`config.mk`:
```
export PLATFORM = sky130hd
export DESIGN_NAME = ifd_injector_diag
export DESIGN_NICKNAME = d
export VERILOG_FILES = /design/src/logic/ifd_pkg.sv /design/src/logic/ifd_chan_diag.sv /design/src/logic/ifd_injector_diag.sv
export SDC_FILE = /design/constraint.sdc
export NUM_CORES = 1
export LEC_CHECK = 0
export BUFFER_PORTS_ARGS = -buffer_cell sky130_fd_sc_hd__buf_2
export CORE_MARGIN = 2
export CORE_UTILIZATION = 40
export CTS_CLUSTER_DIAMETER = 30
export DETAILED_ROUTE_END_ITERATION = 8
export GPL_TIMING_DRIVEN = 0
export PLACE_DENSITY = 0.67
export RECOVER_POWER = 25
export SLEW_MARGIN = 20
export SYNTH_ARGS = -nofsm -noshare
export SYNTH_HDL_FRONTEND = slang
export SYNTH_SLANG_ARGS = --single-unit
```
`constraint.sdc`:
```
create_clock -name ref_clk_i -period 6.95 [get_ports ref_clk_i]
set_input_delay 1.7375 -clock ref_clk_i [delete_from_list [all_inputs] [get_ports ref_clk_i]]
set_output_delay 1.7375 -clock ref_clk_i [all_outputs]
set_load 0.01 [all_outputs]
```
`src/logic/ifd_pkg.sv`:
```
// ifd_pkg.sv: constants and carrier types of the injector fault diagnostic block
// How it works
// RULE_01: dangerous failure switches off all four transistors
// RULE_02: trip events turn off low and high sides
// RULE_03: peak overtime also starts restart delay
// RULE_04: protection latch clears while control input high
// RULE_05: channel turn-on transfers flags, clears memories
// RULE_06: memory pattern decodes to short or open
// RULE_07: one shared overvoltage comparator, low means fine
// RULE_08: overvoltage checked between the two on phases
// RULE_09: filter starts at turn-off, restarts on comparator
// RULE_10: failures held in own register until read
// RULE_11: first serial clock rise clears failure register
// RULE_12: two bits per output: 11, 01, 10
// RULE_13: leading bit flags any stored failure
// RULE_14: low three bits select peak time limit
// RULE_15: upper five bits select restart delay
// RULE_16: chip select fall presents first bit
// RULE_17: output on clock rise, input on fall
// RULE_18: master holds clock low around select edges
// RULE_19: frame sends flag then bits zero to seven
// RULE_20: frame start loads failures into shift register
// RULE_21: serial output floats while select high
// RULE_22: reset or undervoltage forces safe state
// RULE_23: received code applied when select rises
// RULE_24: low side on while control input low
// RULE_25: high level on high-side output means off
package ifd_pkg;

	// clock and timing
	localparam int unsigned CLK_MHZ         = 20;
	localparam int unsigned PEAK_BASE_US    = 192;
	localparam int unsigned PEAK_STEP_US    = 32;
	localparam int unsigned RESTART_STEP_US = 2;
	localparam int unsigned OVF_TIME_US     = 10;
	localparam int unsigned OVF_CYC         = OVF_TIME_US * CLK_MHZ;

	// structure
	localparam int unsigned NCH     = 4;
	localparam int unsigned NGRP    = 2;
	localparam int unsigned CNT_W   = 16;
	localparam int unsigned WORD_W  = 8;
	localparam int unsigned FRAME_W = 9;
	localparam int unsigned CNT_BW  = 4;

	// per-output code pairs {upper, lower}
	localparam logic [1:0] CODE_NONE  = 2'h3;
	localparam logic [1:0] CODE_OPEN  = 2'h1;
	localparam logic [1:0] CODE_SHORT = 2'h2;

	// failure register carrier
	typedef struct packed {
		logic [NCH-1:0] is_short;
		logic [NCH-1:0] is_open;
	} ifd_fault_t;

	// timing code carrier: upper five bits restart, low three peak
	typedef struct packed {
		logic [4:0] restart;
		logic [2:0] peak;
	} ifd_tcode_t;

	// all asynchronous pin inputs travel together through the synchroniser
	typedef struct packed {
		logic            rst_n;
		logic            uv;
		logic [NCH-1:0]  on_n;
		logic [NCH-1:0]  oc;
		logic [NCH-1:0]  ot;
		logic [NCH-1:0]  early;
		logic [NCH-1:0]  reached;
		logic [NGRP-1:0] hsf;
		logic [NGRP-1:0] ovc;
		logic            sck;
		logic            cs_n;
		logic            sdi;
	} ifd_pins_t;

	localparam ifd_fault_t FAULT_RST = '0;
	localparam ifd_tcode_t TCODE_RST = 8'h00;
	localparam ifd_pins_t  PIN_IDLE  = '{rst_n: 1'b1, uv: 1'b0, on_n: 4'hF, oc: 4'h0,
		ot: 4'h0, early: 4'h0, reached: 4'h0, hsf: 2'h0, ovc: 2'h0, sck: 1'b0,
		cs_n: 1'b1, sdi: 1'b0};

endpackage

```
`src/logic/ifd_chan_diag.sv`:
```
// ifd_chan_diag.sv: per-channel problem memories, peak timer and off-state filter
module ifd_chan_diag (
	input  wire logic                      ref_clk_i,  // 20 MHz clock
	input  wire logic                      diag_rst_i, // any reset source, high
	input  wire logic                      on_i,       // channel commanded on
	input  wire logic                      other_on_i, // other channel of the bank on
	input  wire logic                      ovc_i,      // shared off overvoltage comparator
	input  wire logic                      hard_evt_i, // dangerous event pulse
	input  wire logic                      peak_hit_i, // peak current reached
	input  wire logic [ifd_pkg::CNT_W-1:0] peak_lim_i, // peak time limit in cycles
	output logic                           short_o,    // decoded short
	output logic                           open_o,     // decoded open load
	output logic                           xfer_o,     // turn-on transfer pulse
	output logic                           late_o      // peak overtime pulse
);
	localparam int unsigned CNT_W = ifd_pkg::CNT_W;

	logic             on_q_r;
	logic             ovc_q_r;
	logic             problem_mem_first_r;
	logic             problem_mem_second_r;
	logic             problem_mem_third_r;
	logic [CNT_W-1:0] peak_cnt_r;
	logic             peak_run_r;
	logic [CNT_W-1:0] ovf_cnt_r;
	logic             ovf_run_r;
	logic             ovf_again_r;
	logic             rise_on;
	logic             fall_on;
	logic             ovc_rise;
	logic             ovf_done;
	logic             ov_set;

	// edges of the command and of the comparator
	assign rise_on  = on_i & ~on_q_r;
	assign fall_on  = ~on_i & on_q_r;
	assign ovc_rise = ovc_i & ~ovc_q_r;
	assign ovf_done = ovf_run_r && (ovf_cnt_r == CNT_W'(ifd_pkg::OVF_CYC - 1));
	// RULE_07 low comparator is no failure
	assign ov_set   = ovf_done & ovc_i & ovf_again_r & ~on_i;
	assign xfer_o   = rise_on;
	assign late_o   = peak_run_r && !peak_hit_i && (peak_cnt_r == peak_lim_i);

	// edge history
	always_ff @(posedge ref_clk_i) begin
		if (diag_rst_i) begin
			on_q_r  <= 1'b0;
			ovc_q_r <= 1'b0;
		end else begin
			on_q_r  <= on_i;
			ovc_q_r <= ovc_i;
		end
	end

	// RULE_06 memory pattern decode
	always_comb begin
		short_o = problem_mem_first_r | (problem_mem_second_r & ~problem_mem_third_r);
		open_o  = ~problem_mem_first_r & problem_mem_second_r & problem_mem_third_r;
	end

	// peak timer runs from turn-on until peak reached or limit hit
	always_ff @(posedge ref_clk_i) begin
		if (diag_rst_i) begin
			peak_run_r <= 1'b0;
			peak_cnt_r <= '0;
		end else if (rise_on) begin
			peak_run_r <= 1'b1;
			peak_cnt_r <= '0;
		end else if (!on_i || peak_hit_i || late_o) begin
			peak_run_r <= 1'b0;
		end else if (peak_run_r) begin
			peak_cnt_r <= peak_cnt_r + 1'b1;
		end
	end

	// RULE_08 RULE_09 filter only between own off and other on
	always_ff @(posedge ref_clk_i) begin
		if (diag_rst_i || on_i || other_on_i) begin
			ovf_run_r   <= 1'b0;
			ovf_cnt_r   <= '0;
			ovf_again_r <= 1'b0;
		end else if (fall_on || ovc_rise) begin
			ovf_run_r   <= 1'b1;
			ovf_cnt_r   <= '0;
			ovf_again_r <= ovc_rise;
		end else if (ovf_done) begin
			ovf_run_r   <= ovc_i;
			ovf_cnt_r   <= '0;
			ovf_again_r <= 1'b1;
		end else if (ovf_run_r) begin
			ovf_cnt_r <= ovf_cnt_r + 1'b1;
		end
	end

	// RULE_05 clear after transfer, a new event wins
	always_ff @(posedge ref_clk_i) begin
		if (diag_rst_i) begin
			problem_mem_first_r  <= 1'b0;
			problem_mem_second_r <= 1'b0;
			problem_mem_third_r  <= 1'b0;
		end else begin
			problem_mem_first_r  <= hard_evt_i | (problem_mem_first_r & ~rise_on);
			problem_mem_second_r <= late_o | (problem_mem_second_r & ~rise_on);
			problem_mem_third_r  <= ov_set | (problem_mem_third_r & ~rise_on);
		end
	end
endmodule

```
`src/logic/ifd_injector_diag.sv`:
```
// ifd_injector_diag.sv: protection shutdown, failure register and serial fault link
module ifd_injector_diag #(
	parameter int unsigned CYC_PER_US = ifd_pkg::CLK_MHZ // clock cycles per microsecond
) (
	input  wire logic                     ref_clk_i,             // 20 MHz clock
	input  wire logic                     sys_rst_i,             // sync reset, high
	input  wire logic                     reset_pin_n_i,         // reset pin, low
	input  wire logic                     undervoltage_i,        // supply low, high
	input  wire logic [ifd_pkg::NCH-1:0]  channel_on_n_i,        // channel command, low on
	input  wire logic [ifd_pkg::NCH-1:0]  overcurrent_i,         // low side overcurrent
	input  wire logic [ifd_pkg::NCH-1:0]  overtemp_i,            // low side overtemperature
	input  wire logic [ifd_pkg::NCH-1:0]  peak_early_i,          // peak reached too early
	input  wire logic [ifd_pkg::NCH-1:0]  peak_reached_i,        // peak current comparator
	input  wire logic [ifd_pkg::NGRP-1:0] high_side_fault_in_i,  // high side fault per group
	input  wire logic [ifd_pkg::NGRP-1:0] off_overvoltage_cmp_i, // off overvoltage per group
	input  wire logic [ifd_pkg::NGRP-1:0] hs_req_a_i,            // current control wants a on
	input  wire logic [ifd_pkg::NGRP-1:0] hs_req_b_i,            // current control wants b on
	input  wire logic                     spi_clk_i,             // serial clock pin
	input  wire logic                     chip_select_n_i,       // chip select, low
	input  wire logic                     sdi_i,                 // serial data in
	output logic      [ifd_pkg::NCH-1:0]  lowside_on_o,          // low side gate, high on
	output logic      [ifd_pkg::NGRP-1:0] hs_drive_a_n_o,        // high side a, high off
	output logic      [ifd_pkg::NGRP-1:0] hs_drive_b_n_o,        // high side b, high off
	output logic                          sdo_o,                 // serial data out
	output logic                          sdo_oe_n_o             // sdo enable, low drives
);
	localparam int unsigned NCH     = ifd_pkg::NCH;
	localparam int unsigned NGRP    = ifd_pkg::NGRP;
	localparam int unsigned CNT_W   = ifd_pkg::CNT_W;
	localparam int unsigned WORD_W  = ifd_pkg::WORD_W;
	localparam int unsigned FRAME_W = ifd_pkg::FRAME_W;
	localparam int unsigned CNT_BW  = ifd_pkg::CNT_BW;

	// synchronised pins and their one-cycle history
	ifd_pkg::ifd_pins_t pin_raw;
	ifd_pkg::ifd_pins_t pin_m_r;
	ifd_pkg::ifd_pins_t pin_s_r;
	ifd_pkg::ifd_pins_t pin_q_r;
	logic               diag_rst;

	// channel side
	logic [NCH-1:0]  on_lvl;
	logic [NCH-1:0]  hard_evt;
	logic [NCH-1:0]  ch_short;
	logic [NCH-1:0]  ch_open;
	logic [NCH-1:0]  ch_xfer;
	logic [NCH-1:0]  ch_late;
	logic [NCH-1:0]  prot_r;
	logic [NCH-1:0]  prot_nxt;
	logic [NCH-1:0]  lowside_nxt;
	logic [NGRP-1:0] hsf_rise;
	logic [NGRP-1:0] grp_trip;
	logic [NGRP-1:0] grp_late;
	logic [NGRP-1:0] grp_off;
	logic [NGRP-1:0] hs_a_nxt;
	logic [NGRP-1:0] hs_b_nxt;
	logic [CNT_W-1:0] rs_cnt_r [NGRP];
	logic [CNT_W-1:0] rs_cnt_nxt [NGRP];
	logic [CNT_W-1:0] peak_lim;
	logic [CNT_W-1:0] rs_load;

	// failure register and serial side
	ifd_pkg::ifd_fault_t fault_r;
	ifd_pkg::ifd_fault_t fault_nxt;
	ifd_pkg::ifd_tcode_t timing_code_word_r;
	logic [WORD_W-1:0]  fault_status_word;
	logic [FRAME_W-1:0] tx_load;
	logic [FRAME_W-1:0] tx_r;
	logic [WORD_W-1:0]  rx_r;
	logic [CNT_BW-1:0]  bit_cnt_r;
	logic               first_rise_r;
	logic               any_fault_flag;
	logic               fault_reg_clear;
	logic               sck_rise;
	logic               sck_fall;
	logic               cs_fall;
	logic               cs_rise;
	logic               in_frame;

	// gather every pin into one carrier for the synchroniser
	assign pin_raw = '{rst_n: reset_pin_n_i, uv: undervoltage_i, on_n: channel_on_n_i,
		oc: overcurrent_i, ot: overtemp_i, early: peak_early_i, reached: peak_reached_i,
		hsf: high_side_fault_in_i, ovc: off_overvoltage_cmp_i, sck: spi_clk_i,
		cs_n: chip_select_n_i, sdi: sdi_i};

	// two-stage synchroniser; only the second stage is read by logic
	always_ff @(posedge ref_clk_i) begin
		if (sys_rst_i) begin
			pin_m_r <= ifd_pkg::PIN_IDLE;
			pin_s_r <= ifd_pkg::PIN_IDLE;
		end else begin
			pin_m_r <= pin_raw;
			pin_s_r <= pin_m_r;
		end
	end

	// history for edge detection, taken from the second stage
	always_ff @(posedge ref_clk_i) begin
		if (sys_rst_i) begin
			pin_q_r <= ifd_pkg::PIN_IDLE;
		end else begin
			pin_q_r <= pin_s_r;
		end
	end

	// RULE_22 any reset source clears all diagnostics
	assign diag_rst = sys_rst_i | ~pin_s_r.rst_n | pin_s_r.uv;

	// RULE_24 on while the active-low command is low
	assign on_lvl   = ~pin_s_r.on_n;
	assign hsf_rise = pin_s_r.hsf & ~pin_q_r.hsf;

	// RULE_14 peak limit from the low three bits
	assign peak_lim = CNT_W'((ifd_pkg::PEAK_BASE_US
		+ ifd_pkg::PEAK_STEP_US * timing_code_word_r.peak) * CYC_PER_US);
	// RULE_15 restart delay from the upper five bits
	assign rs_load  = CNT_W'(ifd_pkg::RESTART_STEP_US
		* timing_code_word_r.restart * CYC_PER_US);

	// per-channel diagnosis, protection latch and failure register bits
	for (genvar c = 0; c < NCH; c++) begin : g_ch
		localparam int unsigned G = c / 2;

		// RULE_02 overcurrent, overtemperature, early peak, high side edge
		assign hard_evt[c] = pin_s_r.oc[c] | pin_s_r.ot[c] | pin_s_r.early[c]
			| hsf_rise[G];

		ifd_chan_diag u_diag (
			.ref_clk_i  (ref_clk_i),
			.diag_rst_i (diag_rst),
			.on_i       (on_lvl[c]),
			.other_on_i (on_lvl[c ^ 1]),
			.ovc_i      (pin_s_r.ovc[G]),
			.hard_evt_i (hard_evt[c]),
			.peak_hit_i (pin_s_r.reached[c]),
			.peak_lim_i (peak_lim),
			.short_o    (ch_short[c]),
			.open_o     (ch_open[c]),
			.xfer_o     (ch_xfer[c]),
			.late_o     (ch_late[c])
		);

		// RULE_04 latch clears while the command input is high
		assign prot_nxt[c] = grp_trip[G] | (prot_r[c] & ~pin_s_r.on_n[c]);

		// RULE_01 whole bank off when any latch of the group holds
		assign lowside_nxt[c] = ~diag_rst & on_lvl[c] & ~grp_off[G];

		// RULE_05 RULE_10 transfer at turn-on, set beats the read clear
		assign fault_nxt.is_short[c] = (ch_xfer[c] & ch_short[c])
			| (fault_r.is_short[c] & ~fault_reg_clear);
		assign fault_nxt.is_open[c]  = (ch_xfer[c] & ch_open[c])
			| (fault_r.is_open[c] & ~fault_reg_clear);

		// RULE_12 short wins over open load in the code pair
		assign fault_status_word[2*c+1:2*c] = fault_r.is_short[c] ? ifd_pkg::CODE_SHORT
			: fault_r.is_open[c] ? ifd_pkg::CODE_OPEN : ifd_pkg::CODE_NONE;
	end

	// per-group trip, restart delay and high side drive
	for (genvar g = 0; g < NGRP; g++) begin : g_grp
		// RULE_01 RULE_02 any dangerous event of either bank channel
		assign grp_trip[g] = |{hard_evt[2*g+1:2*g], ch_late[2*g+1:2*g]};
		assign grp_late[g] = |ch_late[2*g+1:2*g];
		assign grp_off[g]  = grp_trip[g] | (|prot_r[2*g+1:2*g]) | (rs_cnt_r[g] != '0);

		// RULE_03 overtime also loads the restart delay
		assign rs_cnt_nxt[g] = diag_rst ? '0 : grp_late[g] ? rs_load
			: (rs_cnt_r[g] != '0) ? rs_cnt_r[g] - 1'b1 : '0;

		// RULE_25 high level keeps the external switch off
		assign hs_a_nxt[g] = diag_rst | grp_off[g] | ~hs_req_a_i[g];
		assign hs_b_nxt[g] = diag_rst | grp_off[g] | ~hs_req_b_i[g];
	end

	// protection latches
	always_ff @(posedge ref_clk_i) begin
		if (diag_rst) begin
			prot_r <= '0;
		end else begin
			prot_r <= prot_nxt;
		end
	end

	// restart delay counters; a code of zero means no wait
	always_ff @(posedge ref_clk_i) begin
		rs_cnt_r <= rs_cnt_nxt;
	end

	// RULE_22 power stage outputs, safe during any reset
	always_ff @(posedge ref_clk_i) begin
		lowside_on_o   <= lowside_nxt;
		hs_drive_a_n_o <= hs_a_nxt;
		hs_drive_b_n_o <= hs_b_nxt;
	end

	// RULE_10 failure register, separate from the shift register
	always_ff @(posedge ref_clk_i) begin
		if (diag_rst) begin
			fault_r <= ifd_pkg::FAULT_RST;
		end else begin
			fault_r <= fault_nxt;
		end
	end

	// RULE_13 leading bit flags any stored failure
	assign any_fault_flag = |{fault_r.is_short, fault_r.is_open};

	// RULE_19 flag first, then bit 0 through bit 7
	assign tx_load[FRAME_W-1] = any_fault_flag;
	for (genvar k = 0; k < WORD_W; k++) begin : g_bit
		assign tx_load[WORD_W-1-k] = fault_status_word[k];
	end

	// RULE_18 edges are trusted because the clock is low at select changes
	assign sck_rise = pin_s_r.sck & ~pin_q_r.sck;
	assign sck_fall = ~pin_s_r.sck & pin_q_r.sck;
	assign cs_fall  = ~pin_s_r.cs_n & pin_q_r.cs_n;
	assign cs_rise  = pin_s_r.cs_n & ~pin_q_r.cs_n;
	assign in_frame = ~pin_s_r.cs_n;

	// RULE_11 clear pulse on the first clock rise of a frame
	assign fault_reg_clear = sck_rise & in_frame & first_rise_r;

	// first-rise tracker
	always_ff @(posedge ref_clk_i) begin
		if (diag_rst) begin
			first_rise_r <= 1'b0;
		end else if (cs_fall) begin
			first_rise_r <= 1'b1;
		end else if (sck_rise) begin
			first_rise_r <= 1'b0;
		end
	end

	// RULE_16 RULE_20 load at select fall, first bit out at once
	// RULE_17 later bits move out on each clock rise
	always_ff @(posedge ref_clk_i) begin
		if (diag_rst) begin
			tx_r  <= '0;
			sdo_o <= 1'b0;
		end else if (cs_fall) begin
			tx_r  <= tx_load;
			sdo_o <= tx_load[FRAME_W-1];
		end else if (sck_rise && in_frame) begin
			tx_r  <= {tx_r[FRAME_W-2:0], 1'b0};
			sdo_o <= tx_r[FRAME_W-2];
		end
	end

	// RULE_21 float while select high
	always_ff @(posedge ref_clk_i) begin
		sdo_oe_n_o <= diag_rst | pin_s_r.cs_n;
	end

	// RULE_17 capture on each clock fall; keeps the last eight bits
	always_ff @(posedge ref_clk_i) begin
		if (diag_rst) begin
			rx_r      <= '0;
			bit_cnt_r <= '0;
		end else if (cs_fall) begin
			bit_cnt_r <= '0;
		end else if (sck_fall && in_frame) begin
			rx_r <= {pin_s_r.sdi, rx_r[WORD_W-1:1]};
			if (bit_cnt_r != CNT_BW'(WORD_W)) begin
				bit_cnt_r <= bit_cnt_r + 1'b1;
			end
		end
	end

	// RULE_23 short frames leave the timing code untouched
	always_ff @(posedge ref_clk_i) begin
		if (diag_rst) begin
			timing_code_word_r <= ifd_pkg::TCODE_RST;
		end else if (cs_rise && bit_cnt_r == CNT_BW'(WORD_W)) begin
			timing_code_word_r <= ifd_pkg::ifd_tcode_t'(rx_r);
		end
	end
endmodule

```
==> run metrics <==
status=finished, final reports clean; crit end category=register; Fillers=2910; grt ovf=0; Die Y-Extent=183 um; storage element area=6070 sq um; FF+latch count, synth=approximately 300; gr usage total=17.0%; Netlist cell types=53; die area=roughly 33000 sq um; setup bufs post-CTS=0; Setup Skew=27.8 ps; Setup TNS Final=0 ps; Reg clk slew, reported paths=50 ps; worst setup path class=in -> reg; final net count=between 1.5k and 2k; PwrDens=320 nW/um^2; final hold violation count=0; most used flip-flop cell after synthesis=dfxtp_1; Synth Warn #=0; Worst Hold Endpoint=pin_s_r[1]$_SDFF_PP1_; # DRC=0; CTS tree=built; Clk pwr share=a little over three fifths; Crit Reg-Reg Endpoint=rs_cnt_r[9]$_SDFF_PP0_; number of synthesized flops with an enable pin=0; share of synthesized registers carrying an async set or reset=0%; H-tree depth=3; DRT Wirelength=27800 um; initial antenna violation count=0; Max Slew Vio Count=0; Core Footprint=31600 sq um; # hold bufs at CTS=0; RSZ-0062 raised after global routing=no; site row count=65; post-CTS resize count=0; DR iter-0 viols=~470; WP data required=between 7000 and 8000 ps; Routed Antenna Nets=0; CP Data Arrival Time=4530 ps; clock root buffer=clkbuf_16; IO Pins=45; Worst Reg-to-Reg Cells=13; worst flop-to-flop path startpoint=timing_code_word_r[1]$_SDFFE_PP0P_; drt pass-1 iters=5; Max VDD drop=0.209 mV; layout cells sized above 1=a little over a tenth; number of global-route vias before repair=9946; Final Cycle Share=59.8%; leakage=0.00602 uW; final setup violation count=0; crit path max fanout=10; hold_sp=pin_m_r[1]$_SDFF_PP1_; Worst-Skew Late Latency=580 ps; Ant. Diodes=0; HP Class=reg -> reg; Layout area overhead=23.7%; most frequent cells in the layout=303 x dfxtp_1, 194 x nor2_1, 132 x nand2_1; PortBufs=43; startpoint type of the worst setup path=primary input; commonest non-fill, non-tap cell in the layout=dfxtp_1; routed via count=10.1k; Final GP Congestion=0.857; Max-Cap Viols=0; post-DP HPWL=19000 um; vias per cell=5.06; cells after synthesis=roughly 1.4k; largest net degree at the start of global routing=12; clock sink count=303; Seq pwr share=35.3%; WL/cell=between 10 and 15 um; Inserted Clock Buffers=66; sequential share of the synthesized area=47.3%; slew margin rel.=43.6%; fmax=~240 MHz; hold path depth=1; multi-input logic area=approximately 6500 sq um; starting density of the core=40.6%; Slew @ Worst Pin=843 ps; syn avg cell area=8.99 sq um; Final min period=4160 ps; Synth Net Count=between 1k and 1.5k; Reg2Reg Setup Slack=2950 ps; internal power=about 3900 uW; die span in x=183 um; mapped cell area=~13000 sq um; P_sw=1150 uW; combinational share of power=2.4%; first-pass GRT wire length=47500 um; sw frac=22.7%; total power=5070 uW; CTS Buffer Depth=3
cell type report:
| cell class | count | area share, % |
|---|---|---|
| Multi-Input combinational cell | 1043 | 40.7 |
| Sequential cell | 303 | 38.2 |
| Clock buffer | 81 | 11.1 |
| Clock inverter | 39 | 3.52 |
| Tap cell | 402 | 3.17 |
| Timing Repair Buffer | 44 | 1.34 |
| Buffer | 46 | 1.10 |
| Inverter | 34 | 0.805 |
power by group through the flow:
stage / combinational [uW] / sequential, uW / clock [uW]
floorplan: 76.1 / 1810 / 0
global placement: 119 / 1820 / 0
detailed placement: 121 / 1820 / 0
CTS: 122 / 1790 / 3220
global route: 135 / 1790 / 3310
finish: 120 / 1790 / 3160
flip-flops by register name, summed over array words and instances, names as in the netlist, 8 cells and up:
register	count
timing_code_word_r	8
pin_m_r	29
g_ch.u_diag.ovf_cnt_r	64
fault_r	8
rx_r	8
rs_cnt_r	32
tx_r	8
pin_s_r	29
g_ch.u_diag.peak_cnt_r	64
through the flow:
stage | area [sq um] | util [%] | setup slack (ps) | hold slack [ps] | std cells
4_1_cts | 15900 | 50.3 | 2960 | 409 | 1992
3_5_place_dp | 13600 | 42.9 | 2560 | 397 | 1872
2_1_floorplan | 12800 | - | 3640 | 389 | 1426
6_report | 15900 | 50.3 | 2790 | 411 | 1992
5_1_grt | 15900 | 50.3 | 2660 | 419 | 1992
3_3_place_gp | 13500 | 42.9 | 1870 | 395 | 1871
cells in the mapped netlist, drive strengths merged (3+ instances only):
| cell type | instances | area share (%) |
|---|---|---|
| or2 | 14 | 0.68 |
| o21ai | 42 | 1.6 |
| nor3 | 28 | 1.1 |
| or3 | 20 | 1.0 |
| xor2 | 90 | 6.1 |
| clkbuf | 36 | 1.1 |
| nand2 | 132 | 3.9 |
| nor4 | 22 | 1.1 |
| nor3b | 11 | 0.64 |
| a31o | 7 | 0.48 |
| and2 | 7 | 0.34 |
| xnor3 | 4 | 0.70 |
| or4 | 10 | 0.61 |
| xnor2 | 64 | 4.4 |
| a21oi | 61 | 2.4 |
| and4 | 5 | 0.34 |
| nor2 | 194 | 5.7 |
| nor4b | 7 | 0.60 |
| nand2b | 13 | 0.63 |
| a211o | 3 | 0.20 |
| inv | 34 | 1.0 |
| o31ai | 3 | 0.18 |
| nand3 | 59 | 2.3 |
| nand4 | 55 | 2.7 |
| mux2i | 31 | 2.4 |
| nand3b | 3 | 0.18 |
| a21boi | 3 | 0.18 |
| a31oi | 5 | 0.24 |
| and3 | 28 | 1.4 |
| ha | 30 | 2.9 |
| a211oi | 13 | 0.76 |
| nor2b | 63 | 3.1 |
| dfxtp | 303 | 47 |
| fa | 3 | 0.47 |
| buf | 10 | 0.31 |
how the worst max path moves through the flow:
stage	from	endpoint	slack, ps	cells past startpoint
after floorplan	sys_rst_i	g_ch[1].u_diag.ovf_cnt_r[0]$_SDFFE_PP0P_	3640	6
after global placement	sys_rst_i	hs_drive_b_n_o[0]$_DFF_P_	1870	5
after detailed placement	sys_rst_i	g_ch[1].u_diag.problem_mem_first_r$_SDFF_PP0_	2560	6
after CTS	timing_code_word_r[1]$_SDFFE_PP0P_	rs_cnt_r[9]$_SDFF_PP0_	2960	13
after global routing	sys_rst_i	hs_drive_b_n_o[0]$_DFF_P_	2660	6
final	sys_rst_i	hs_drive_b_n_o[0]$_DFF_P_	2790	6
logic make-up (layout without fill, tap and decap cells):
family,Yosys count,in the layout,synth area share [%]
buf+inv,80,244,2.36
xor+xnor,158,158,11.2
flops,303,303,47.3
fa+ha+maj,33,33,3.40
simple gates,679,679,26.8
compound gates,142,142,6.47
mux,31,31,2.42
routing by layer:
| layer | vias up | global-route usage [%] | routed length [um] |
|---|---|---|---|
| met5 | - | 0 | 0 |
| met4 | 0 | 6.94 | 596 |
| met3 | 48 | 3.38 | 1140 |
| met2 | 189 | 27.6 | 12800 |
| met1 | 4707 | 22.3 | 13300 |
| li1 | 5126 | - | - |
worst max-delay path, cell delays in order:
cell	delay (ps)
clkbuf_1	200
nor3b_1	720
clkbuf_1	400
clkbuf_1	610
buf_1	590
nand4_1	260
(Power assumes the default switching activity.)
